===== src/pss_pkg.sv =====
// shared constants and types for the program sequencer
package pss_pkg;

    // program counter layout
    localparam int PC_W    = 13;
    localparam int PC_LO_W = 8;
    localparam int PC_HI_W = PC_W - PC_LO_W;

    // instruction word fetched from program memory
    localparam int INSTR_W = 16;

    // instruction phases, one-hot, first phase in bit 0
    localparam int NUM_PHASES = 4;
    localparam int PH_T1      = 0;
    localparam int PH_T4      = NUM_PHASES - 1;

    // return address stack depth, must be a power of two
    localparam int STACK_DEPTH = 8;

    // reset values
    localparam logic [PC_W-1:0]    RESET_VECTOR = 13'h0000;
    localparam logic [INSTR_W-1:0] IDLE_WORD    = 16'h0000;

    typedef enum logic [1:0] {
        SEQ_RUN,
        SEQ_EXT,
        SEQ_DUMMY
    } pss_state_t;

    function automatic logic [PC_W-1:0] pc_inc(input logic [PC_W-1:0] pc);
        pc_inc = pc + PC_W'(1);
    endfunction

endpackage


===== src/pss_phase_gen.sv =====
// four phase generator, one instruction cycle per rotation
`timescale 1ns/1ns
module pss_phase_gen
    import pss_pkg::*;
#(
    parameter int PHASE_COUNT = NUM_PHASES
) (
    input  wire logic                   core_clk,
    input  wire logic                   rst_n,
    output logic      [PHASE_COUNT-1:0] phase,
    output logic                        phase_first,
    output logic                        cycle_end
);

    logic [PHASE_COUNT-1:0] phase_ff;
    logic [PHASE_COUNT-1:0] nxt_phase;

    // rotating one-hot ring, never two phases at once
    always_comb begin
        nxt_phase = {phase_ff[PHASE_COUNT-2:0], phase_ff[PHASE_COUNT-1]};
    end

    always_ff @(posedge core_clk or negedge rst_n) begin
        if (!rst_n) begin
            phase_ff <= PHASE_COUNT'(1);
        end else begin
            phase_ff <= nxt_phase;
        end
    end

    assign phase       = phase_ff;
    assign phase_first = phase_ff[PH_T1];
    assign cycle_end   = phase_ff[PHASE_COUNT-1];

endmodule


===== src/pss_ret_stack.sv =====
// return address stack, circular storage with saturating level
`timescale 1ns/1ns
module pss_ret_stack
    import pss_pkg::*;
#(
    parameter int DEPTH = STACK_DEPTH,
    parameter int WIDTH = PC_W
) (
    input  wire logic             core_clk,
    input  wire logic             rst_n,
    input  wire logic             push,
    input  wire logic             pop,
    input  wire logic [WIDTH-1:0] push_data,
    output logic      [WIDTH-1:0] top_data,
    output logic                  full,
    output logic                  empty
);

    localparam int PTR_W = $clog2(DEPTH);
    localparam int CNT_W = $clog2(DEPTH + 1);

    logic [WIDTH-1:0] mem_ff [DEPTH];
    logic [PTR_W-1:0] wr_ptr_ff;
    logic [PTR_W-1:0] nxt_wr_ptr;
    logic [PTR_W-1:0] top_idx;
    logic [CNT_W-1:0] level_ff;
    logic [CNT_W-1:0] nxt_level;

    always_comb begin
        top_idx    = wr_ptr_ff - PTR_W'(1);
        nxt_wr_ptr = wr_ptr_ff;
        nxt_level  = level_ff;
        if (push) begin
            // when full the write lands on the oldest entry
            nxt_wr_ptr = wr_ptr_ff + PTR_W'(1);
            if (!full) begin
                nxt_level = level_ff + CNT_W'(1);
            end
        end else if (pop && !empty) begin
            nxt_wr_ptr = top_idx;
            nxt_level  = level_ff - CNT_W'(1);
        end
        // empty pop leaves pointer alone and still shows the top slot
    end

    always_ff @(posedge core_clk or negedge rst_n) begin
        if (!rst_n) begin
            wr_ptr_ff <= '0;
            level_ff  <= '0;
        end else begin
            wr_ptr_ff <= nxt_wr_ptr;
            level_ff  <= nxt_level;
        end
    end

    // holds only pc values, no software path in or out
    always_ff @(posedge core_clk) begin
        if (push) begin
            mem_ff[wr_ptr_ff] <= push_data;
        end
    end

    assign top_data = mem_ff[top_idx];
    assign full     = (level_ff == CNT_W'(DEPTH));
    assign empty    = (level_ff == '0);

endmodule


===== src/pss_sequencer.sv =====
// program sequencer: phases, program counter, pipeline flush, return stack
`timescale 1ns/1ns
module pss_sequencer
    import pss_pkg::*;
#(
    parameter int STACK_LEVELS = STACK_DEPTH
) (
    input  wire logic                  core_clk,
    input  wire logic                  rst_n,
    output logic      [NUM_PHASES-1:0] instruction_phases,
    output logic      [PC_W-1:0]       prog_addr,
    output logic                       prog_rd_en,
    input  wire logic [INSTR_W-1:0]    prog_data,
    output logic      [INSTR_W-1:0]    instr_word,
    output logic                       instr_valid,
    input  wire logic                  exec_ext,
    input  wire logic                  exec_jump,
    input  wire logic                  exec_call,
    input  wire logic                  exec_return,
    input  wire logic                  exec_int_return,
    input  wire logic                  exec_skip,
    input  wire logic [PC_W-1:0]       exec_target,
    input  wire logic                  pc_low_wr_en,
    input  wire logic [PC_LO_W-1:0]    pc_low_wr_data,
    output logic      [PC_LO_W-1:0]    program_counter_low,
    input  wire logic                  irq_req,
    input  wire logic [PC_W-1:0]       irq_vector,
    output logic                       irq_ack,
    output logic                       stack_full
);

    logic                  phase_first;
    logic                  cycle_end;

    pss_state_t            state_ff;
    pss_state_t            nxt_state;
    logic [PC_W-1:0]       pc_ff;
    logic [PC_W-1:0]       nxt_pc;
    logic [INSTR_W-1:0]    fetch_ff;
    logic [INSTR_W-1:0]    nxt_fetch;
    logic [INSTR_W-1:0]    exec_ir_ff;
    logic [INSTR_W-1:0]    nxt_exec_ir;

    logic                  active;
    logic                  take_ext;
    logic                  take_jump;
    logic                  take_ret;
    logic                  take_low;
    logic                  take_skip;
    logic                  take_irq;
    logic                  redirect;
    logic                  stk_push;
    logic                  stk_pop;
    logic [PC_W-1:0]       stk_top;
    logic                  stk_full;
    logic                  stk_empty;

    localparam int DUMMY_W = $clog2(NUM_PHASES + 1);
    logic [DUMMY_W-1:0]    dummy_len_ff;
    logic [DUMMY_W-1:0]    nxt_dummy_len;

    pss_phase_gen #(
        .PHASE_COUNT (NUM_PHASES)
    ) u_phase (
        .core_clk    (core_clk),
        .rst_n       (rst_n),
        .phase       (instruction_phases),
        .phase_first (phase_first),
        .cycle_end   (cycle_end)
    );

    pss_ret_stack #(
        .DEPTH (STACK_LEVELS),
        .WIDTH (PC_W)
    ) u_stack (
        .core_clk  (core_clk),
        .rst_n     (rst_n),
        .push      (stk_push),
        .pop       (stk_pop),
        .push_data (pc_ff),
        .top_data  (stk_top),
        .full      (stk_full),
        .empty     (stk_empty)
    );

    // decode of datapath requests, sampled only on the last phase
    always_comb begin
        active    = (state_ff != SEQ_DUMMY);
        take_ext  = active && (state_ff == SEQ_RUN) && exec_ext;
        take_jump = active && !take_ext && (exec_jump || exec_call);
        take_ret  = active && !take_ext && !take_jump && (exec_return || exec_int_return);
        take_low  = active && !take_ext && !take_jump && !take_ret && pc_low_wr_en;
        redirect  = take_jump || take_ret || take_low;
        take_skip = active && !take_ext && !redirect && exec_skip;
        // full stack withholds the acknowledge; request stays pending outside
        take_irq  = active && !take_ext && !redirect && !take_skip && irq_req && !stk_full;
    end

    // call and interrupt acknowledge push, returns pop
    always_comb begin
        stk_push = cycle_end && ((take_jump && exec_call) || take_irq);
        stk_pop  = cycle_end && take_ret;
    end

    // pipeline next state
    always_comb begin
        nxt_state   = state_ff;
        nxt_pc      = pc_ff;
        nxt_fetch   = fetch_ff;
        nxt_exec_ir = exec_ir_ff;
        // word addressed during the first phase is caught at its end
        if (phase_first) begin
            nxt_fetch = prog_data;
        end
        if (cycle_end) begin
            // prefetched word moves to execute, pc steps to next word
            nxt_pc      = pc_inc(pc_ff);
            nxt_exec_ir = fetch_ff;
            nxt_state   = SEQ_RUN;
            if (take_ext) begin
                // second half of extended word: hold pc and execute word
                nxt_pc      = pc_ff;
                nxt_exec_ir = exec_ir_ff;
                nxt_state   = SEQ_EXT;
            end else if (take_jump) begin
                nxt_pc    = exec_target;
                nxt_state = SEQ_DUMMY;
            end else if (take_ret) begin
                nxt_pc    = stk_top;
                nxt_state = SEQ_DUMMY;
            end else if (take_low) begin
                // only the low byte moves, page stays
                nxt_pc    = {pc_ff[PC_W-1:PC_LO_W], pc_low_wr_data};
                nxt_state = SEQ_DUMMY;
            end else if (take_skip) begin
                // default step takes pc past the skipped word; its prefetch is dropped
                nxt_state = SEQ_DUMMY;
            end else if (take_irq) begin
                nxt_pc    = irq_vector;
                nxt_state = SEQ_DUMMY;
            end
        end
    end

    always_ff @(posedge core_clk or negedge rst_n) begin
        if (!rst_n) begin
            // first cycle is a dummy that fetches the reset vector
            state_ff   <= SEQ_DUMMY;
            pc_ff      <= RESET_VECTOR;
            fetch_ff   <= IDLE_WORD;
            exec_ir_ff <= IDLE_WORD;
        end else begin
            state_ff   <= nxt_state;
            pc_ff      <= nxt_pc;
            fetch_ff   <= nxt_fetch;
            exec_ir_ff <= nxt_exec_ir;
        end
    end

    // outputs
    always_comb begin
        prog_addr           = pc_ff;
        prog_rd_en          = phase_first;
        instr_word          = exec_ir_ff;
        instr_valid         = (state_ff != SEQ_DUMMY);
        program_counter_low = pc_ff[PC_LO_W-1:0];
        irq_ack             = cycle_end && take_irq;
        stack_full          = stk_full;
    end

    // dummy run length, only feeds the checks
    always_comb begin
        nxt_dummy_len = '0;
        if (!instr_valid) begin
            nxt_dummy_len = dummy_len_ff + DUMMY_W'(1);
        end
    end

    always_ff @(posedge core_clk or negedge rst_n) begin
        if (!rst_n) begin
            dummy_len_ff <= '0;
        end else begin
            dummy_len_ff <= nxt_dummy_len;
        end
    end
endmodule


===== config.mk =====
export PLATFORM = sky130hd
export DESIGN_NAME = pss_sequencer
export DESIGN_NICKNAME = d
export VERILOG_FILES = /design/src/pss_pkg.sv /design/src/pss_phase_gen.sv /design/src/pss_ret_stack.sv /design/src/pss_sequencer.sv
export SDC_FILE = /design/constraint.sdc
export NUM_CORES = 1
export LEC_CHECK = 0
export BUFFER_PORTS_ARGS = -buffer_cell sky130_fd_sc_hd__buf_2
export CAP_MARGIN = 0
export CORE_ASPECT_RATIO = 0.8
export CORE_MARGIN = 3
export CORE_UTILIZATION = 50
export DETAILED_ROUTE_END_ITERATION = 8
export GPL_TIMING_DRIVEN = 1
export PLACE_DENSITY = 0.73
export SLEW_MARGIN = 5
export SYNTH_ARGS = -nofsm -noshare
export SYNTH_HDL_FRONTEND = slang
export SYNTH_SLANG_ARGS = --single-unit

===== constraint.sdc =====
create_clock -name core_clk -period 7.3 [get_ports core_clk]
set_input_delay 1.825 -clock core_clk [delete_from_list [all_inputs] [get_ports core_clk]]
set_output_delay 1.825 -clock core_clk [all_outputs]
set_load 0.01 [all_outputs]

Word level (Yosys, flattened, before mapping). Memory sizes are Yosys's and may differ from the RTL's. Index checks and enable logic that the tools add are counted.

Register bits after elaboration: 58. Memories kept: 1. Output and inout bits: 45. Input bits: 60. RAM bits: 104. Word-level logic and storage cells: 73.

Memory list: u_stack.mem_ff (words 8, width 13, read ports 1, clocked after Yosys merged registers in 0, wr ports 1, RTL line pss_ret_stack.sv:22) `logic [WIDTH-1:0] mem_ff [DEPTH];`.

Equality and inequality tests: 4. $add $sub $neg: 5. Bitwise logic cells: 1. Muxes and demuxes: 18. Reductions and logical operators: 36.

Operators with widths (number): 2-to-1 mux 13 bit (5); logical AND 1 bit (18); adder 13 x 1 -> 13 bit (second input constant) (1); 2-to-1 mux 2 bit (6); 2-to-1 mux 4 bit (3); zero test 1 bit (7); 2-to-1 mux 3 bit (2); logical OR 1 bit (5); adder 4 x 1 -> 4 bit (second input constant) (1); == test 4 bit (second input constant) (1); zero test 4 bit (1); inequality test 2 bit (second input constant) (2); AND reduction 2 bit (2); subtractor 4 x 1 -> 4 bit (second input constant) (1); adder 3 x 1 -> 3 bit (second input constant) (1); inequality test 3 bit (second input constant) (1); AND reduction 3 bit (1); subtractor 3 x 1 -> 3 bit (second input constant) (1); zero test 2 bit (1); 2-to-1 mux 1 bit (2); nonzero test 2 bit (1); inverter 1 bit (1).

Logic depth before layout (Yosys ltp). Gate-level depths: netlist of run 1.

Depth in word-level cells: 26. Depth in mapped cells: 11. Depth with buffers taken out: 9.

Cells and area by module. Synthesis of run 1 repeated with hierarchy kept, for this count alone.

Cells, all modules: 513. Area, all modules: 7310.8 sq um.

By module, submodules not included: pss_ret_stack (area an instance 4459.3 sq um, instances 1, cells each 209, seq. area each 3298.2 sq um); pss_sequencer (area an instance 2735.1 sq um, instances 1, cells each 298, seq. area each 1177.4 sq um); pss_phase_gen (area an instance 116.4 sq um, instances 1, cells each 6, seq. area each 101.3 sq um).

Least setup slack after synthesis of run 1. Ideal clock, no wire load.

Kind: input -> register. Start: input port exec_int_return. End: memory u_stack.mem_ff[4][0] (netlist bit) (enable). Setup time: 422 ps. Required time: 6878 ps. Data arrival time: 4240 ps. Slack: 2639 ps. Buffers on the path: 1. Cell stages on the path: 5. Cells stage by stage: or3_4 > nor4_1 > o211ai_1 > buf_2 > nor4b_1.

Longest elaborated chain between the ends: 17. Elaborated cells between the ends (all ways): 18. Classes of those cells: mux: 2; reduce/logical: 16.

Ends and longest elaborated chain: from (decl) (RTL line pss_sequencer.sv:20) `input wire logic exec_int_return,`; logical OR 1 bit (*) (RTL line pss_sequencer.sv:91) `take_ret = active && !take_ext && !take_jump && (exec_return || exec_int_return);`; logical AND 1 bit (*) (RTL line pss_sequencer.sv:91); zero test 1 bit (RTL line pss_sequencer.sv:92) `take_low = active && !take_ext && !take_jump && !take_ret && pc_low_wr_en;`; logical AND 1 bit (2 in a row) (RTL line pss_sequencer.sv:92); logical OR 1 bit (*) (RTL line pss_sequencer.sv:93) `redirect = take_jump || take_ret || take_low;`; zero test 1 bit (*) (RTL line pss_sequencer.sv:94, pss_sequencer.sv:96); logical AND 1 bit (*) (RTL line pss_sequencer.sv:94, pss_sequencer.sv:96); logical AND 1 bit (RTL line pss_sequencer.sv:94) `take_skip = active && !take_ext && !redirect && exec_skip;`; zero test 1 bit (RTL line pss_sequencer.sv:96) `take_irq = active && !take_ext && !redirect && !take_skip && irq_req && !stk_full;`; logical AND 1 bit (*) (3 in a row) (RTL line pss_sequencer.sv:96); logical OR 1 bit (*) (RTL line pss_sequencer.sv:101) `stk_push = cycle_end && ((take_jump && exec_call) || take_irq);`; logical AND 1 bit (*) (RTL line pss_sequencer.sv:101); 2-to-1 mux 1 bit (*) (RTL line pss_ret_stack.sv:58) `if (push) begin`; 2-to-1 mux 1 bit (not written as such) (*) (RTL line pss_ret_stack.sv:59) `mem_ff[wr_ptr_ff] <= push_data;`; to (decl) (RTL line pss_ret_stack.sv:22).

Mark *: on every way between the ends. The rest lies on a longest branch, timed or not.

Final worst setup path of run 1.
Start: input port exec_call. End: output port irq_ack.

Longest elaborated chain between the ends: 17. Elaborated cells between the ends (all ways): 18. Classes of those cells: reduce/logical: 18.

Ends and longest elaborated chain: from (decl) (RTL line pss_sequencer.sv:18) `input wire logic exec_call,`; logical OR 1 bit (*) (RTL line pss_sequencer.sv:90) `take_jump = active && !take_ext && (exec_jump || exec_call);`; logical AND 1 bit (*) (RTL line pss_sequencer.sv:90); zero test 1 bit (RTL line pss_sequencer.sv:91, pss_sequencer.sv:92); logical AND 1 bit (RTL line pss_sequencer.sv:91, pss_sequencer.sv:92); logical AND 1 bit (RTL line pss_sequencer.sv:91); zero test 1 bit (RTL line pss_sequencer.sv:92); logical AND 1 bit (2 in a row) (RTL line pss_sequencer.sv:92); logical OR 1 bit (*) (RTL line pss_sequencer.sv:93); zero test 1 bit (*) (RTL line pss_sequencer.sv:94, pss_sequencer.sv:96); logical AND 1 bit (*) (RTL line pss_sequencer.sv:94, pss_sequencer.sv:96); logical AND 1 bit (RTL line pss_sequencer.sv:94); zero test 1 bit (RTL line pss_sequencer.sv:96); logical AND 1 bit (*) (3 in a row) (RTL line pss_sequencer.sv:96); logical AND 1 bit (*) (RTL line pss_sequencer.sv:167) `irq_ack = cycle_end && take_irq;`; to (decl) (RTL line pss_sequencer.sv:28) `output logic irq_ack,`.

Marked as above.

==> summary.md, run 1 <==
| Metric | Value |
|---|---|
| Post-synth top area cell | edfxtp_1 |
| GP Congestion | 0.868 |
| Resize count post-CTS | 0 |
| DR vias/cell | 5.98 |
| Worst setup path class | input port to output port |
| Crit path DAT | 3200 ps |
| Rows | 38 |
| Fillers | 1015 |
| Die Y | 113 um |
| Htree depth | 4 |
| Diode count | 0 |
| Synth area leaders | edfxtp_1, dfrtp_1, mux4_2 |
| Core area | 0.0137 mm2 |
| CTS Buffer Depth | 2 |
| CP Buf/Inv Count | 2 |
| DRC errors left | 0 |
| # clock sinks | 162 |
| Global-route wire length before repair | 28000 um |
| Initial antenna violation count | 0 |
| Worst hold slack | 383 ps |
| P per Cell Area | 239 mW/mm2 |
| R2R depth | 8 |
| Design Area, Final | 0.00848 mm2 |
| Fin util | 0.617 |
| Fraction of registers with async set/reset | 0.358 |
| Placed instance count | 766 |
| Average footprint of a synthesized cell | 14.1 um2 |
| Crit path launch type | input port |
| Setup crit end kind | output port |
| Hold Violations, Final | 0 |
| Leakage Power | 3.61 nW |
| CP Cell Sequence | buf_2 > or4b_1 > nor4_1 > and2_1 > buf_2 |
| Chip Width | 139 um |
| Peak Freq | 199 MHz |
| Final critical-path share of the clock period | 0.689 |
| Port bufs | 104 |
| DRT Wirelength | 17600 um |
| Slew headroom | 0.0960 |
| CP max stage cell | or4b_1 |
| Final TNS setup | 0 ps |
| Peak supply drop | 188 uV |
| Period minus WS final | 5030 ps |
| Measured slew at the worst slew-check pin | 1350 ps |
| Share of the synthesized area in the top cell type | 0.438 |
| # IOs | 105 |
| Clk_skew | 8.39 ps |
| Nets | 670 |
| WHS Path Cells | 0 |
| WL per Instance | 22.1 um |
| Min-Delay Path Class | flop to flop |
| Clock Tree Root | clkbuf_16 |
| Synth unique cells | 57 |
| Pin count of the biggest net entering global routing | 59 |
| Initial core utilization | 0.519 |
| Final count of negative-setup-slack endpoints | 0 |
| Max Slew Vio Count | 0 |
| Top delay family on crit path | simple AND/OR/NAND/NOR gates |
| Flop2flop setup slack | 3070 ps |
| DR iter-0 viols | 627 |
| Most used cell, CP | buf_2 |
| Crit-path max FO | 4 |
| Post-CTS setup buffers | 0 |
| Post-synthesis sequential area ratio | 0.642 |
| Vias in the first global route | 4804 |
| Synth Net Count | 571 |
| Num CTS Buffers | 17 |
| Reg2reg end | prog_addr[9] |
| HPWL Detailed | 11500 um |
| All-layer global routing usage | 0.236 |
| Number of flops mapped to enable cells by yosys | 104 |
| Overflow after GRT | 0 |
| Final antenna-violating net count | 0 |
| FF+latch count, synth | 162 |
| YS warnings | 0 |
| Main synth FF type | edfxtp_1 |
| Via count | 4769 |
| Synth Instances | 506 |
| Max cap viols | 0 |
| Number of detailed-route iterations in the first pass | 5 |
| Share of layout cells above drive strength 1 | 0.346 |
| Commonest cells after routing, fill and taps aside | buf_2, edfxtp_1, nand2_1 |
| DIE AREA | 0.0157 mm2 |
| Reg clk slew, reported paths | 60 ps |
| Final Non-Filler Cells | 798 |
| RSZ-0062 raised after global routing | false |
| CTS Hold Bufs | 0 |
| CTS tree | yes |
| Skew-Pair Late Insertion Delay | 420 ps |
| Hold Crit Endpoint | u_phase.phase[3] |
| CP peak stage delay | 540 ps |
| Critical Path RT | 5480 ps |
| Outcome | finished, final reports clean |
| Syn Std Cell Area | 0.00713 mm2 |
| Syn-to-layout area delta | 18.9% |
| Hold path start | u_phase.phase[2] |
| Post-DP Area | 0.00779 mm2 |
| Reg2reg start | u_stack.wr_ptr_ff[0] |
[report_power, final]
| group | switching, mW | internal, mW | leakage [nW] | total, mW |
|---|---|---|---|---|
| clock | 0.359 | 0.659 | 0.323 | 1.02 |
| combinational | 0.0248 | 0.0152 | 1.39 | 0.0400 |
| sequential | 0 | 0.968 | 1.90 | 0.968 |
[Yosys cell counts (all sizes together), types with 2 or more instances]
cell type    n
nand2       72
o311ai       3
o22ai        4
and2         3
buf         21
o21ai       15
dfstp        2
edfxtp     104
a41oi        2
mux2        21
mux2i        9
nor4         6
xnor2       11
ha           5
a211oi       3
o211ai       5
nor3        10
a21o         2
xor2         7
or2          4
inv         10
a31oi        6
nand4        4
or3          4
nor2        28
nor4b        2
clkbuf      13
a21oi       17
a221oi       5
or3b         2
dfrtp       56
o31a         5
nand3        7
mux4        24
[sequential cells by signal, summed over array words and instances (netlist names)]
name and cells:
prog_addr 13, instr_word 16, u_stack.wr_ptr_ff 3, state_ff 2, fetch_ff 16, u_stack.mem_ff 104, u_stack.level_ff 4, u_phase.phase 4
[how the worst max path moves through the flow]
stage	startpoint	cells past startpoint	to	slack [ps]
final	exec_call	5	irq_ack	2270
after global routing	exec_call	5	irq_ack	2090
after CTS	exec_call	5	irq_ack	2250
after detailed placement	exec_call	5	irq_ack	2260
after global placement	exec_call	5	irq_ack	2290
after floorplan	exec_int_return	5	u_stack.mem_ff[4][0]	2640
[per-layer routing]
metal / share of wire / routed length [um] / vias up / GRT usage
met1: 0.43 / 7670 / 2417 / 0.346
met4: 0.019 / 330 / 0 / 0.0671
met3: 0.078 / 1380 / 30 / 0.0659
met2: 0.47 / 8260 / 228 / 0.351
li1: - / - / 2094 / -
met5: 0 / 0 / - / 0
[cell families (layout without fill, tap and decap cells)]
| group | Yosys count | in the layout | share of synthesized area |
|---|---|---|---|
| multiplexers | 54 | 54 | 0.122 |
| AO/OA/AOI/OAI | 75 | 75 | 0.0737 |
| flip-flops | 162 | 162 | 0.642 |
| adder cells (fa/ha/maj) | 5 | 5 | 0.00878 |
| XOR/XNOR | 18 | 18 | 0.0221 |
| buffers and inverters | 45 | 157 | 0.0339 |
| AND/OR/NAND/NOR | 147 | 147 | 0.0978 |
[area by class of cell]
| cell class | count | area, um2 | share of cell area |
|---|---|---|---|
| Clock buffer | 19 | 453 | 0.0534 |
| Clock inverter | 13 | 229 | 0.0270 |
| Inverter | 11 | 41.3 | 0.00487 |
| Multi-Input combinational cell | 299 | 2360 | 0.278 |
| Sequential cell | 162 | 4580 | 0.540 |
| Tap cell | 180 | 225 | 0.0266 |
| Timing Repair Buffer | 114 | 596 | 0.0703 |
[metrics by stage]
stage | total power [mW] | worst slack [ps]
after floorplan | 0.996 | 2640
after CTS | 2.04 | 2250
after global placement | 1.02 | 2290
after global routing | 2.08 | 2090
final | 2.03 | 2270
after detailed placement | 1.03 | 2260
No activity file was read; power rests on OpenSTA's default activity.
==> inputs of run 2 (changes only) <==
--- a/config.mk
+++ b/config.mk
@@ -12,7 +12,7 @@
 export CORE_UTILIZATION = 50
 export DETAILED_ROUTE_END_ITERATION = 8
 export GPL_TIMING_DRIVEN = 1
-export PLACE_DENSITY = 0.73
+export PLACE_DENSITY = 0.76
 export SLEW_MARGIN = 5
 export SYNTH_ARGS = -nofsm -noshare
 export SYNTH_HDL_FRONTEND = slang
==> constraint.sdc (replaced) <==
create_clock -name core_clk -period 4.2 [get_ports core_clk]
set_input_delay 1.05 -clock core_clk [delete_from_list [all_inputs] [get_ports core_clk]]
set_output_delay 1.05 -clock core_clk [all_outputs]
set_load 0.01 [all_outputs]
==> summary.md, run 2 (synthesized netlist as in run 1, its figures left out) <==
| Metric | Value |
|---|---|
| Post-CTS setup buffers | 0 (unchanged) |
| CTS tree | yes |
| Reg clk slew, reported paths | 60 ps (about the same) |
| Crit path launch type | input port |
| Global-route wire length before repair | 26500 um (-5.3%) |
| Max reg flops | 104 (unchanged) |
| Port bufs | 104 (unchanged) |
| WL per Instance | 21.2 um (-4.0%) |
| Fillers | 1029 (+1.4%) |
| Outcome | finished, final reports clean |
| Slew headroom | 0.390 (+0.294) |
| Pin count of the biggest net entering global routing | 34 (-42%) |
| Vias in the first global route | 4861 (+1.2%) |
| Most flop-heavy register | u_stack.mem_ff |
| Initial antenna violation count | 0 (unchanged) |
| HPWL Detailed | 11800 um (+3.1%) |
| Worst setup path class | input port to output port |
| DR iter-0 viols | 588 (-6.2%) |
| Min-Delay Path Class | flop to flop |
| Die Y | 113 um (unchanged) |
| Crit-path max FO | 4 (unchanged) |
| All-layer global routing usage | 0.219 (-0.0168) |
| Worst setup margin | 722 ps (-1550 ps) |
| Overflow after GRT | 0 (unchanged) |
| DRT Wirelength | 17100 um (-3.1%) |
| Leakage Power | 3.62 nW (+0.31%) |
| Final TNS setup | 0 ps (unchanged) |
| Share of layout cells above drive strength 1 | 0.356 (+0.00995) |
| Diode count | 0 (unchanged) |
| Chip Width | 139 um (unchanged) |
| Crit path DAT | 2430 ps (-770 ps) |
| Max Slew Vio Count | 0 (unchanged) |
| Measured slew at the worst slew-check pin | 903 ps (-442 ps) |
| Syn-to-layout area delta | 18.4% |
| Seq. cell area | 0.00458 mm2 (unchanged) |
| Htree depth | 4 (unchanged) |
| CTS Buffer Depth | 2 (unchanged) |
| Setup crit end kind | output port |
| RSZ-0062 raised after global routing | false |
| CTS Hold Bufs | 0 (unchanged) |
| Post-Place Worst Slack | 750 ps (-1510 ps) |
| Worst hold slack | 374 ps (-8.39 ps) |
| # clock sinks | 162 (unchanged) |
| Core area | 0.0137 mm2 (unchanged) |
| GP Congestion | 0.905 (+4.2%) |
| DR vias/cell | 6.01 (+0.56%) |
| Commonest cells after routing, fill and taps aside | buf_2, edfxtp_1, nand2_1 |
| Clock Tree Root | clkbuf_16 |
| Resize count post-CTS | 0 (unchanged) |
| Hold Violations, Final | 0 (unchanged) |
| P per Cell Area | 387 mW/mm2 (+62%) |
| Area of the multi-input gates | 0.00236 mm2 (unchanged) |
| Via count | 4844 (+1.6%) |
| Nets | 678 (+1.2%) |
| DRC errors left | 0 (unchanged) |
| Final count of negative-setup-slack endpoints | 0 (unchanged) |
| Number of detailed-route iterations in the first pass | 5 (unchanged) |
| Initial core utilization | 0.519 (unchanged) |
| Fin util | 0.614 (-0.00273) |
| Max cap viols | 0 (unchanged) |
| Final critical-path share of the clock period | 0.828 |
| Rows | 38 (unchanged) |
| Num CTS Buffers | 17 (unchanged) |
| Critical Path RT | 3150 ps (-2330 ps) |
| Skew-Pair Late Insertion Delay | 420 ps (about the same) |
| # IOs | 105 (unchanged) |
| Peak supply drop | 263 uV (+40%) |
| Period minus WS final | 3480 ps |
| Clk_skew | 9.08 ps (+0.693 ps) |
| Final antenna-violating net count | 0 (unchanged) |
| Peak Freq | 288 MHz |
| DIE AREA | 0.0157 mm2 (unchanged) |
## run 2: cell types whose count changed in the layout (fill, tap and decap cells not counted), moves of 2 or more
cell and change:
buf_4 +8, bufinv_16 -5, clkinv_2 +2, clkinvlp_4 -2
inv_4 +2, inv_6 +3
## run 2: per-stage QoR
step	power [mW]	instances	cell area, um2
floorplan	1.73	506	7130
global placement	1.78	774	7860
detailed placement	1.78	774	7860
CTS	3.28	806	8440
global route	3.36	806	8440
finish	3.27	806	8440
## run 2: area by class of cell
cell class / count / area share
clock buffers: 19 / 0.0550
clock inverters: 13 / 0.0142
well taps: 180 / 0.0267
repair buffers: 122 / 0.0777
multi-input cells: 299 / 0.279
flip-flops and latches: 162 / 0.542
inverters: 11 / 0.00489
## run 2: power breakdown
part           switching [mW]  internal, mW  total [mW]
sequential                  0          1.68        1.68
clock                   0.643         0.876        1.52
combinational          0.0393        0.0265      0.0659
total                   0.682          2.59        3.27
## run 2: critical path, cell delays in order
cell,delay (ps)
buf_2,120
or4b_1,530
nor4_1,400
and2_1,200
buf_2,130
## run 2: path summary, 6_finish.rpt
kind                                            from                  end  slack [ps]  cells past startpoint
worst max-delay path                       exec_call              irq_ack         720                      5
worst min-delay path                u_phase.phase[1]     u_phase.phase[2]         370                      0
worst max register to register  u_stack.wr_ptr_ff[1]         prog_addr[9]        1090                      8
worst min register to register      u_phase.phase[1]     u_phase.phase[2]         370                      0
max in group asynchronous                      rst_n          fetch_ff[1]        2680                      2
min in group asynchronous                      rst_n  u_stack.level_ff[1]         700                      1
## run 2: routing by layer
layer	up-vias	wire, um	global-route usage	part of all wire
met2	229	8220	0.348	0.48
met5	-	0	0	0
met1	2473	7420	0.300	0.43
met3	26	1240	0.0638	0.072
li1	2116	-	-	-
met4	0	227	0.0626	0.013
